[config.mk]
export PLATFORM = sky130hd
export DESIGN_NAME = crc_cable_reflectometry_config
export DESIGN_NICKNAME = d
export VERILOG_FILES = /design/src/hw/crc_pkg.sv /design/src/hw/crc_cable_reflectometry_config.sv
export SDC_FILE = /design/constraint.sdc
export NUM_CORES = 1
export LEC_CHECK = 0
export ABC_AREA = 0
export BUFFER_PORTS_ARGS = -buffer_cell sky130_fd_sc_hd__clkbuf_2
export CORE_UTILIZATION = 50
export CTS_CLUSTER_DIAMETER = 60
export CTS_CLUSTER_SIZE = 12
export DETAILED_ROUTE_END_ITERATION = 8
export GPL_ROUTABILITY_DRIVEN = 0
export PLACE_DENSITY_LB_ADDON = 0.15
export SLEW_MARGIN = 20
export SYNTH_ARGS = -nofsm -noshare
export SYNTH_HDL_FRONTEND = slang
export SYNTH_SLANG_ARGS = --single-unit
[constraint.sdc]
create_clock -name clock -period 2.7 [get_ports clock]
set_input_delay 0.135 -clock clock [delete_from_list [all_inputs] [get_ports clock]]
set_output_delay 0.135 -clock clock [all_outputs]
set_load 0.1 [all_outputs]
[src/hw/crc_pkg.sv]
// Package for the cable reflectometry configuration and sequencing block
package crc_pkg;
  // ---------------------------------------------------------------
  // Register indices (byte address is four times the index)
  // ---------------------------------------------------------------
  localparam logic [9:0] IDX_CFG_A = 10'h180;
  localparam logic [9:0] IDX_CFG_B = 10'h181;
  localparam logic [9:0] IDX_SEG_A = 10'h182;
  localparam logic [9:0] IDX_SEG_B = 10'h183;
  localparam logic [9:0] IDX_CTRL = 10'h18f;
  localparam int ADDR_W = 12;
  // ---------------------------------------------------------------
  // Reset values and read masks
  // ---------------------------------------------------------------
  localparam logic [15:0] RST_CFG_A = 16'h0752;
  localparam logic [15:0] RST_CFG_B = 16'hc850;
  localparam logic [15:0] RST_SEG_A = 16'h5326;
  localparam logic [15:0] RST_SEG_B = 16'ha01e;
  localparam logic [15:0] MASK_CFG_B = 16'hfff0;
  localparam logic [15:0] MASK_SEG_A = 16'h7fff;
  localparam logic [15:0] MASK_SEG_B = 16'hff3f;
  // Control/status bit positions
  localparam int CTRL_START = 0;
  localparam int STAT_BUSY = 0;
  localparam int STAT_DONE = 1;
  localparam int STAT_FAIL = 2;
  localparam int STAT_NLP = 3;
  // ---------------------------------------------------------------
  // Timing
  // ---------------------------------------------------------------
  localparam int CLK_PERIOD_NS = 10;
  localparam int US_NS = 1000;
  localparam int US_CYCLES = US_NS / CLK_PERIOD_NS;
  localparam int QUIET_UNIT_US = 1;
  localparam logic [6:0] US_LAST = 7'(US_CYCLES - 1);
  localparam int NUM_SEGS = 5;
  localparam int LAST_PAIR_ALL = 3;
  localparam int LAST_PAIR_AB = 1;
  localparam logic [2:0] AVG_RESERVED = 3'h7;
  localparam logic [2:0] AVG_MAX_CODE = 3'h6;
  // ---------------------------------------------------------------
  // Types
  // ---------------------------------------------------------------
  typedef struct packed {
    logic [2:0] spare;
    logic pairCdSkip;
    logic crossListenDisable;
    logic linkPulseCheckInSilence;
    logic [2:0] averagingCountCode;
    logic [2:0] segmentCount;
    logic [3:0] cycleLength;
  } crc_cfg_a_type;
  typedef struct packed {
    logic [7:0] silenceThreshold;
    logic [1:0] postMeasureQuietWindow;
    logic [1:0] preMeasureQuietWindow;
    logic [3:0] spare;
  } crc_cfg_b_type;
  typedef enum logic [3:0] {
    ST_IDLE = 4'b0001,
    ST_PRE = 4'b0010,
    ST_MEAS = 4'b0100,
    ST_POST = 4'b1000
  } crc_state_type;
endpackage

[src/hw/crc_cable_reflectometry_config.sv]
// Reflectometry configuration registers and measurement sequencer with APB access
`timescale 1ns/100ps
`default_nettype none
module crc_cable_reflectometry_config import crc_pkg::*; (
  input wire logic clock,
  input wire logic srst,
  input wire logic psel,
  input wire logic penable,
  input wire logic pwrite,
  input wire logic [ADDR_W-1:0] paddr,
  input wire logic [31:0] pwdata,
  output logic [31:0] prdata,
  output logic pready,
  output logic pslverr,
  input wire logic lineEnergy,
  input wire logic linkPulse,
  output logic [3:0] txPair,
  output logic [3:0] rxPair,
  output logic [2:0] segActive,
  output logic silenceActive,
  output logic testBusy
);
  // ---------------------------------------------------------------
  // Registers and bus decode
  // ---------------------------------------------------------------
  crc_cfg_a_type cfgA;
  crc_cfg_b_type cfgB;
  logic [15:0] segA, segB;
  logic doneFlag, failFlag, nlpSeen;
  crc_state_type state;
  logic [9:0] idx;
  logic busWrite, startReq, hit;
  logic [15:0] rdVal;
  assign idx = paddr[ADDR_W-1:2];
  assign busWrite = psel && penable && pready && pwrite;
  assign startReq = busWrite && idx == IDX_CTRL && pwdata[CTRL_START] && state == ST_IDLE;
  // Read mux and decode
  always_comb begin
    hit = 1'b1;
    rdVal = 16'h0000;
    unique case (idx)
      IDX_CFG_A: rdVal = cfgA;
      IDX_CFG_B: rdVal = cfgB & MASK_CFG_B;
      IDX_SEG_A: rdVal = segA & MASK_SEG_A;
      IDX_SEG_B: rdVal = segB & MASK_SEG_B;
      IDX_CTRL: rdVal = {12'h000, nlpSeen, failFlag, doneFlag, state != ST_IDLE};
      default: hit = 1'b0;
    endcase
  end
  // APB answer: one wait state, registered
  always_ff @(posedge clock) begin
    if (srst) begin
      pready <= 1'b0;
      prdata <= 32'h0000_0000;
      pslverr <= 1'b0;
    end else begin
      pready <= psel && penable && !pready;
      pslverr <= psel && penable && !pready && !hit;
      if (psel && penable && !pready) begin
        prdata <= (hit && !pwrite) ? {16'h0000, rdVal} : 32'h0000_0000;
      end
    end
  end
  // Configuration writes
  always_ff @(posedge clock) begin
    if (srst) begin
      cfgA <= RST_CFG_A;
      cfgB <= RST_CFG_B;
      segA <= RST_SEG_A;
      segB <= RST_SEG_B;
    end else if (busWrite) begin
      if (idx == IDX_CFG_A) cfgA <= pwdata[15:0];
      if (idx == IDX_CFG_B) cfgB <= pwdata[15:0] & MASK_CFG_B;
      if (idx == IDX_SEG_A) segA <= pwdata[15:0] & MASK_SEG_A;
      if (idx == IDX_SEG_B) segB <= pwdata[15:0] & MASK_SEG_B;
    end
  end
  // ---------------------------------------------------------------
  // Line input synchronisers
  // ---------------------------------------------------------------
  logic energyMeta, energySync, pulseMeta, pulseSync;
  always_ff @(posedge clock) begin
    if (srst) begin
      energyMeta <= 1'b0;
      energySync <= 1'b0;
      pulseMeta <= 1'b0;
      pulseSync <= 1'b0;
    end else begin
      energyMeta <= lineEnergy;
      energySync <= energyMeta;
      pulseMeta <= linkPulse;
      pulseSync <= pulseMeta;
    end
  end
  // ---------------------------------------------------------------
  // Derived settings
  // ---------------------------------------------------------------
  logic [2:0] avgCode;
  logic [6:0] avgLastIdx;
  logic [3:0] cycLen;
  logic [1:0] lastPair;
  logic [8:0] segLen;
  logic [3:0] quietUs;
  logic quiet;
  assign avgCode = (cfgA.averagingCountCode == AVG_RESERVED) ? AVG_MAX_CODE
                                                             : cfgA.averagingCountCode;
  assign avgLastIdx = 7'((8'h01 << avgCode) - 8'h01);
  assign cycLen = (cfgA.cycleLength == 4'h0) ? 4'h1 : cfgA.cycleLength;
  assign lastPair = cfgA.pairCdSkip ? 2'(LAST_PAIR_AB) : 2'(LAST_PAIR_ALL);
  assign quiet = state == ST_PRE || state == ST_POST;
  assign quietUs = 4'(QUIET_UNIT_US) * (state == ST_PRE ? {2'b00, cfgB.preMeasureQuietWindow}
                                                      : {2'b00, cfgB.postMeasureQuietWindow}) + 4'(QUIET_UNIT_US);
  // Per-segment length in 125 MHz ticks
  logic [2:0] segIdx;
  always_comb begin
    segLen = {1'b0, segB[15:8]};
    unique case (segIdx)
      3'h0: segLen = {4'h0, segA[4:0]};
      3'h1: segLen = {4'h0, segA[9:5]};
      3'h2: segLen = {4'h0, segA[14:10]};
      3'h3: segLen = {3'h0, segB[5:0]};
      default: segLen = {1'b0, segB[15:8]};
    endcase
  end
  // ---------------------------------------------------------------
  // Timebase: microsecond tick and 125 MHz tick phase
  // ---------------------------------------------------------------
  logic [6:0] usDiv;
  logic usTick, phaseStart;
  logic [1:0] phase;
  logic [3:0] usCnt;
  assign usTick = usDiv == US_LAST;
  always_ff @(posedge clock) begin
    if (srst || phaseStart) begin
      usDiv <= 7'h00;
      phase <= 2'h0;
    end else begin
      usDiv <= usTick ? 7'h00 : usDiv + 7'h01;
      phase <= phase + 2'h1;
    end
  end
  // ---------------------------------------------------------------
  // Sequencer
  // ---------------------------------------------------------------
  logic [1:0] pairIdx;
  logic [6:0] avgIdx;
  logic [8:0] segTicks;
  logic cycleEnd, segDone;
  assign cycleEnd = state == ST_MEAS && usTick && usCnt == cycLen - 4'h1;
  assign segDone = segIdx < cfgA.segmentCount && segTicks >= segLen;
  assign phaseStart = startReq || (quiet && usTick && usCnt == quietUs - 4'h1) || cycleEnd;
  // State and phase counters
  always_ff @(posedge clock) begin
    if (srst) begin
      state <= ST_IDLE;
      usCnt <= 4'h0;
      pairIdx <= 2'h0;
      avgIdx <= 7'h00;
      segIdx <= 3'h0;
      segTicks <= 9'h000;
    end else begin
      unique case (state)
        ST_IDLE: begin
          usCnt <= 4'h0;
          if (startReq) state <= ST_PRE;
        end
        ST_PRE, ST_POST: begin
          if (energySync) begin
            state <= ST_IDLE;
          end else if (usTick && usCnt == quietUs - 4'h1) begin
            usCnt <= 4'h0;
            state <= (state == ST_PRE) ? ST_MEAS : ST_IDLE;
            pairIdx <= 2'h0;
            avgIdx <= 7'h00;
            segIdx <= 3'h0;
            segTicks <= 9'h000;
          end else if (usTick) begin
            usCnt <= usCnt + 4'h1;
          end
        end
        ST_MEAS: begin
          // 125 MHz ticks: five per four clocks
          segTicks <= segDone ? 9'h000 : segTicks + ((phase == 2'h3) ? 9'h002 : 9'h001);
          if (segDone) segIdx <= segIdx + 3'h1;
          if (cycleEnd) begin
            usCnt <= 4'h0;
            segIdx <= 3'h0;
            segTicks <= 9'h000;
            if (avgIdx == avgLastIdx) begin
              avgIdx <= 7'h00;
              if (pairIdx == lastPair) begin
                state <= ST_POST;
              end else begin
                pairIdx <= pairIdx + 2'h1;
              end
            end else begin
              avgIdx <= avgIdx + 7'h01;
            end
          end else if (usTick) begin
            usCnt <= usCnt + 4'h1;
          end
        end
      endcase
    end
  end
  // Result flags: start clears, hardware events set
  always_ff @(posedge clock) begin
    if (srst) begin
      doneFlag <= 1'b0;
      failFlag <= 1'b0;
      nlpSeen <= 1'b0;
    end else begin
      if (startReq) begin
        doneFlag <= 1'b0;
        failFlag <= 1'b0;
        nlpSeen <= 1'b0;
      end
      if (quiet && energySync) begin
        failFlag <= 1'b1;
        doneFlag <= 1'b1;
      end
      if (state == ST_POST && usTick && usCnt == quietUs - 4'h1 && !energySync) doneFlag <= 1'b1;
      if (quiet && cfgA.linkPulseCheckInSilence && pulseSync) nlpSeen <= 1'b1;
    end
  end
  // Line-side outputs
  always_ff @(posedge clock) begin
    if (srst) begin
      txPair <= 4'h0;
      rxPair <= 4'h0;
      segActive <= 3'h0;
      silenceActive <= 1'b0;
      testBusy <= 1'b0;
    end else begin
      txPair <= (state == ST_MEAS) ? 4'(4'h1 << pairIdx) : 4'h0;
      if (state != ST_MEAS) begin
        rxPair <= 4'h0;
      end else if (cfgA.crossListenDisable) begin
        rxPair <= 4'(4'h1 << pairIdx);
      end else begin
        rxPair <= cfgA.pairCdSkip ? 4'h3 : 4'hf;
      end
      segActive <= segIdx;
      silenceActive <= quiet && cfgA.linkPulseCheckInSilence;
      testBusy <= state != ST_IDLE;
    end
  end
  // ---------------------------------------------------------------
  // Checks
  // ---------------------------------------------------------------
  chk_cd_skip: assert property (@(posedge clock) disable iff (srst)
    (state == ST_MEAS && cfgA.pairCdSkip && $stable(cfgA)) |=> txPair[3:2] == 2'b00)
    else $error("pair C or D driven while skipped");
  chk_rx_same: assert property (@(posedge clock) disable iff (srst)
    ($past(cfgA.crossListenDisable) && txPair != 4'h0) |-> rxPair == txPair)
    else $error("receive pair differs from driven pair");
  chk_nlp_flag: assert property (@(posedge clock) disable iff (srst)
    (quiet && cfgA.linkPulseCheckInSilence && pulseSync && !startReq) |=> nlpSeen)
    else $error("link pulse in quiet window not flagged");
  chk_avg_full: assert property (@(posedge clock) disable iff (srst)
    (state == ST_MEAS && $past(state) == ST_MEAS && $changed(pairIdx))
      |-> $past(avgIdx) == $past(avgLastIdx))
    else $error("pair advanced before averaging finished");
  chk_seg_limit: assert property (@(posedge clock) disable iff (srst)
    state == ST_MEAS |-> segIdx <= cfgA.segmentCount)
    else $error("segment index past segment count");
  chk_cycle_len: assert property (@(posedge clock) disable iff (srst)
    (state == ST_MEAS && $past(state) == ST_MEAS && $changed(avgIdx))
      |-> $past(usCnt) == $past(cycLen) - 4'h1 && $past(usDiv) == US_LAST)
    else $error("cycle ended at wrong time");
  chk_fail_energy: assert property (@(posedge clock) disable iff (srst)
    (quiet && energySync) |=> failFlag && doneFlag && state == ST_IDLE ##1 !testBusy)
    else $error("energy in quiet window did not fail the test");
  chk_seg_run: assert property (@(posedge clock) disable iff (srst)
    (state == ST_MEAS && $past(state) == ST_MEAS && segIdx == $past(segIdx) + 3'h1)
      |-> $past(segTicks) >= $past(segLen))
    else $error("segment ended before its tick count");
  chk_apb_wait: assert property (@(posedge clock) disable iff (srst)
    (psel && penable && !pready) |=> pready ##1 !pready)
    else $error("bus answer not one wait state");
  cov_pass: cover property (@(posedge clock) disable iff (srst)
    state == ST_POST ##1 state == ST_IDLE && doneFlag && !failFlag);
  cov_fail: cover property (@(posedge clock) disable iff (srst)
    state == ST_PRE && energySync ##1 failFlag);
  cov_skip: cover property (@(posedge clock) disable iff (srst)
    state == ST_MEAS && cfgA.pairCdSkip && pairIdx == 2'h1);
endmodule
`default_nettype wire

# After elaboration in Yosys (flattened, before gate mapping)
# Cells that the tools add are included.
# classes
n_addsub	11
n_reduce_logical	49
order_cmp	2
shift	2
bitwise	1
n_eq_ne	30
muxes	49
# op_table
cell	count
$pmux W16 S5	1
$mux W4	13
$eq A10 B9 Y1 const B	5
$mux W9	4
$pmux W8 S4	1
$mux W7	4
$pmux W4 S3	2
$logic_and A1 B1 Y1	21
$mux W3	6
$pmux W9 S2	1
$mux W16	1
$mux W2	8
$add A7 B1 Y7 const B	2
$ne A2 B2 Y1 const B	7
$pmux W7 S2	1
$add A9 B2 Y9	1
$ge A9 B9 Y1	1
$eq A4 B4 Y1	2
$reduce_and A2 Y1	4
$reduce_and A4 Y1	2
$reduce_or A2 Y1	4
$eq A7 B7 Y1	1
$eq A7 B7 Y1 const B	1
$shl A1 B3 Y7 const A	1
35 further kinds	50
# totals
word_cells	179
output_inout_bits	47
input_bits	51
regBits	149

# Depth between registers and ports, before layout
# depth
depth_word	10
ltp_mapped	14
ltp_nobuf	12

# Worst setup path after synthesis
# OpenSTA, ideal clock, no wires.
# synth_path
kind	reg2reg
from	register segIdx[2]
to	register segIdx[1]
period_less_slack_ps	2954
path_stages_with_launch	14
arrival_time_ps	2830
required_ps	2577
setup_slack_ps	-254
n_path_buf	1
setup_time_ps	123
cell_sequence	dfxtp_1 inv_1 clkbuf_1 ha_1 a22oi_1 nand3_1 o21a_1 ha_1 nand2b_1 a211oi_1 o221ai_1 a311oi_4 nor3_2 mux2_1
# synth_via
elab_chain_cells	6
word_cells_on_any_way	10
cone_classes	order compare: 2; eq/ne: 4; mux: 1; reduce/logical: 3
# synth_rtl
element	line	source
from (decl)	crc_cable_reflectometry_config.sv:114	logic [2:0] segIdx;
from (signal assigned)	crc_cable_reflectometry_config.sv:184	if (segDone) segIdx <= segIdx + 3'h1;
$eq A3 B2 Y1, or another cell as far along	crc_cable_reflectometry_config.sv:117	unique case (segIdx)
$pmux W8 S4	crc_cable_reflectometry_config.sv:117	
$ge A9 B9 Y1	crc_cable_reflectometry_config.sv:150	assign segDone = segIdx < cfgA.segmentCount && segTicks >= segLen;
$logic_and A1 B1 Y1 (*)	crc_cable_reflectometry_config.sv:150	
$ne A3 B3 Y1 (no line) (*)	--	
$reduce_and A4 Y1 (no line) (*)	--	
# Every way passes the cells marked *; elsewhere a longest branch is shown, timed or not.
# A chain may end at the register's enable or synchronous reset.

# Worst setup path after layout
# layout_path
from	register segIdx[0]
to	register segTicks[2]
# layout_via
elab_chain_cells	7
word_cells_on_any_way	11
cone_classes	order compare: 2; eq/ne: 3; mux: 4; reduce/logical: 2
# layout_rtl
element	line	source
$eq A3 B2 Y1, or another cell as far along	crc_cable_reflectometry_config.sv:117	
$pmux W8 S4	crc_cable_reflectometry_config.sv:117	
$ge A9 B9 Y1	crc_cable_reflectometry_config.sv:150	
$logic_and A1 B1 Y1 (*)	crc_cable_reflectometry_config.sv:150	
$mux W9 (*)	crc_cable_reflectometry_config.sv:183	segTicks <= segDone ? 9'h000 : segTicks + ((phase == 2'h3) ? 9'h002 : 9'h001);
$mux W9 (*)	crc_cable_reflectometry_config.sv:185	if (cycleEnd) begin
$pmux W9 S2 (*)	crc_cable_reflectometry_config.sv:162	unique case (state)
to (signal assigned)	crc_cable_reflectometry_config.sv:183	
to (decl)	crc_cable_reflectometry_config.sv:147	logic [8:0] segTicks;
# Marked as above.

==> flow_summary.ini <==
[outcome]
outcome = complete, but fails checks
failed_checks = setup timing

[synthesis]
synthAdderAreaFrac_pct = 5.17
ys_seq_area_share_pct = 39.8
yosysWarnings = 0
synth-xor-area-share_pct = 1.65
yosys.area.top_type = dfxtp_1
synth-simple-area-share_pct = 23.4
synth_cell_types = 73
synth_top_cell_area_share_pct = 39.8
async_reset_ff_share_pct = 0
synth_compound_area_share_pct = 14.6
ys_ff_latch = 133
synthMuxAreaShare_pct = 9.14
synth_area_mm2 = 0.00668
synth_edf_count = 0
synthCells = 753
synth_top_family_by_area = simple AND/OR/NAND/NOR gates
synth-main-ff-cell = dfxtp_1
synthTopCellsByArea = dfxtp_1, nand2_1, mux2i_1
syn_area_per_cell_um2 = 8.87

[cells_and_area]
drive_above_1_share_pct = 21.1
multi_input_area_mm2 = 0.00381
syn_to_final_growth_pct = 22.4
num_antenna_cells = 0
fin_area_mm2 = 0.00818
seqCellArea_mm2 = 0.00267
num-fill-cells = 1079
final_common_cell = dfxtp_1
fin_nets = 925
final_cell_mix = dfxtp_1, nand2_1, nor2_1

[timing]
final.period_utilization_pct = 102
finalMaxSlewViolations = 0
setup_viol = 6
rsz0062_at_grt = true
fmax_ghz = 0.364
hold_violations = 0
finClkSkew_ns = 0.00721
maxSlewHeadroom_pct = 50.4
tightest_slew_ns = 0.737
min_period_ns = 2.74
timing.final.ws_setup_ns = -0.0437

[detailed_routing]
wirelength_um = 17900
drc = 0
firstDrtPassIters = 5
ant_nets = 0
avgViaCountPerCell = 5.78
vias = 5963
drtIter0Drc = 461
routedWlPerCell_um = 17.3

[cts]
clock-root-buffer = clkbuf_16
cts_buffers = 17
clkLatencyLatePin_ns = 0.43
cts.clk_slew.worst_paths_ns = 0.06
cts_max_level = 4
cts_tree = built
cts_max_path_buffers = 2
numClockSinks = 133

[global_route]
grt_usage_pct = 26.3
grt_overflow = 0
grt_max_degree = 82
antenna_found_initial = 0
grt_pass1_wl_um = 28600
grt_pass1_vias = 5600

[power_and_ir_drop]
ir_worst_vdd_uv = 416
clkPwrFrac_pct = 50.9
power.leakage_nw = 3.20
power_mw = 4.73
powerDensity_mw_per_mm2 = 579
cell_internal_pwr_mw = 3.59
p_sw_mw = 1.14
p_sw_share_pct = 24.1
seqPwrFrac_pct = 42.1
power_frac_comb_pct = 7.1

[min_path]
hold_class = primary input to flop

[setup_path]
crit_type = flop to flop
arrival_ns = 3.09
end_kind = flop
cp.required_ns = 3.05
crit_fanout = 8
start_kind = flop

[floorplanning]
die_h_um = 118
die_x_um = 118
ios = 98
dieArea_mm2 = 0.0138
core-area_mm2 = 0.0128
start_util_pct = 52.1
rows = 41

[placed_design]
dp_hpwl_um = 12700
post-place-ws_ns = -0.183
place_area_mm2 = 0.00724
numPortBuffers = 63

[job]
maxCapViolCount = 0
==> synthesized netlist by cell type (8+ instances only) <==
cell        n
o21ai_0    21
a31oi_1    10
ha_1       26
mux4_2      9
mux2i_1    37
nand2b_1    8
nor2_1     76
inv_1      23
nand2_1   102
buf_4      17
a22oi_1    23
or3_1       8
and3_1     11
dfxtp_1   133
nand3b_1    9
a21oi_1    40
nand3_1    37
clkbuf_1   27
a211oi_1    8
==> logic make-up (layout without fill, tap and decap cells) <==
logic type,after synthesis,after routing
DFF,133,133
muxes,49,49
adders and majority gates,27,27
other,1,16
and+or+nand+nor,309,309
AOI/OAI and AO/OA,144,144
buffers and inverters,79,170
xor gates and xnor gates,11,11
==> power groups by stage <==
stage / combinational (mW) / clock, mW / sequential, mW
floorplan: 0.229 / 0 / 2.05
global placement: 0.309 / 0 / 2.03
detailed placement: 0.312 / 0 / 2.04
CTS: 0.333 / 2.43 / 1.99
global route: 0.353 / 2.51 / 1.99
finish: 0.336 / 2.41 / 1.99
==> routing by layer <==
layer | up-vias | global-route usage, % | share of wire, %
met5 | - | 0 | 0
met4 | 0 | 9.78 | 1.7
met3 | 20 | 5.43 | 6.6
met2 | 231 | 41.9 | 47
met1 | 2852 | 35.1 | 45
li1 | 2860 | - | -
==> flip-flops by register name, summed over array words and instances (netlist names), 2 cells and up <==
| register | count |
|---|---|
| segActive | 3 |
| segA | 15 |
| cfgB | 12 |
| segB | 14 |
| rxPair | 4 |
| phase | 2 |
| usCnt | 4 |
| avgIdx | 7 |
| segTicks | 9 |
| prdata | 16 |
| txPair | 4 |
| cfgA | 16 |
| pairIdx | 2 |
| usDiv | 7 |
| segIdx | 3 |
| state | 4 |
==> repair_timing <==
item / CTS / global route
setup buffers: 0 / 0
setup endpoints to repair: 12 / 15
hold endpoints to repair: 46 / 0
gates cloned: 1 / 0
hold buffers: 18 / 0
gates resized for setup: 17 / 14
pin swaps: 7 / 12
==> final timing paths <==
| path | startpoint | end | slack [ns] | depth (start not counted) |
|---|---|---|---|---|
| worst min register to register | usDiv[0]$_SDFF_PP0_ | usDiv[0]$_SDFF_PP0_ | 0.44 | 1 |
| worst min-delay path | pwrite | prdata[15]$_SDFFE_PP0P_ | 0.11 | 4 |
| worst max-delay path | segIdx[0]$_SDFFE_PP0P_ | segTicks[2]$_SDFFE_PP0P_ | -0.04 | 13 |
| worst max register to register | segIdx[0]$_SDFFE_PP0P_ | segTicks[2]$_SDFFE_PP0P_ | -0.04 | 13 |
==> through the flow <==
stage | util, % | TNS (ns) | instances | hold WS (ns)
final | 63.8 | -0.154 | 1031 | 0.113
after CTS | 63.4 | -0.579 | 1031 | 0.0993
after floorplan | - | -0.0631 | 768 | 0.259
after global placement | 56.5 | -0.164 | 981 | 0.343
after detailed placement | 56.5 | -1.69 | 981 | 0.348
after global routing | 63.8 | -1.04 | 1031 | 0.149
==> cell type report <==
| cell class | instances | share of cell area, % |
|---|---|---|
| Timing Repair Buffer | 116 | 9.51 |
| Multi-Input combinational cell | 556 | 46.6 |
| Clock inverter | 11 | 1.85 |
| Inverter | 23 | 1.06 |
| Sequential cell | 133 | 32.6 |
| Clock buffer | 20 | 5.70 |
| Tap cell | 172 | 2.63 |
==> critical path, stage by stage (launching register included) <==
cell and delay (ns):
dfxtp_4 0.37, ha_4 0.17, ha_4 0.18, a22oi_2 0.13, nand3_1 0.09, o21a_1 0.12
ha_1 0.27, nand2b_4 0.14, a211oi_2 0.20, o221ai_2 0.15, a311oi_4 0.41, buf_6 0.20
nand3b_1 0.08, a31oi_1 0.18
(Power assumes the default switching activity.)
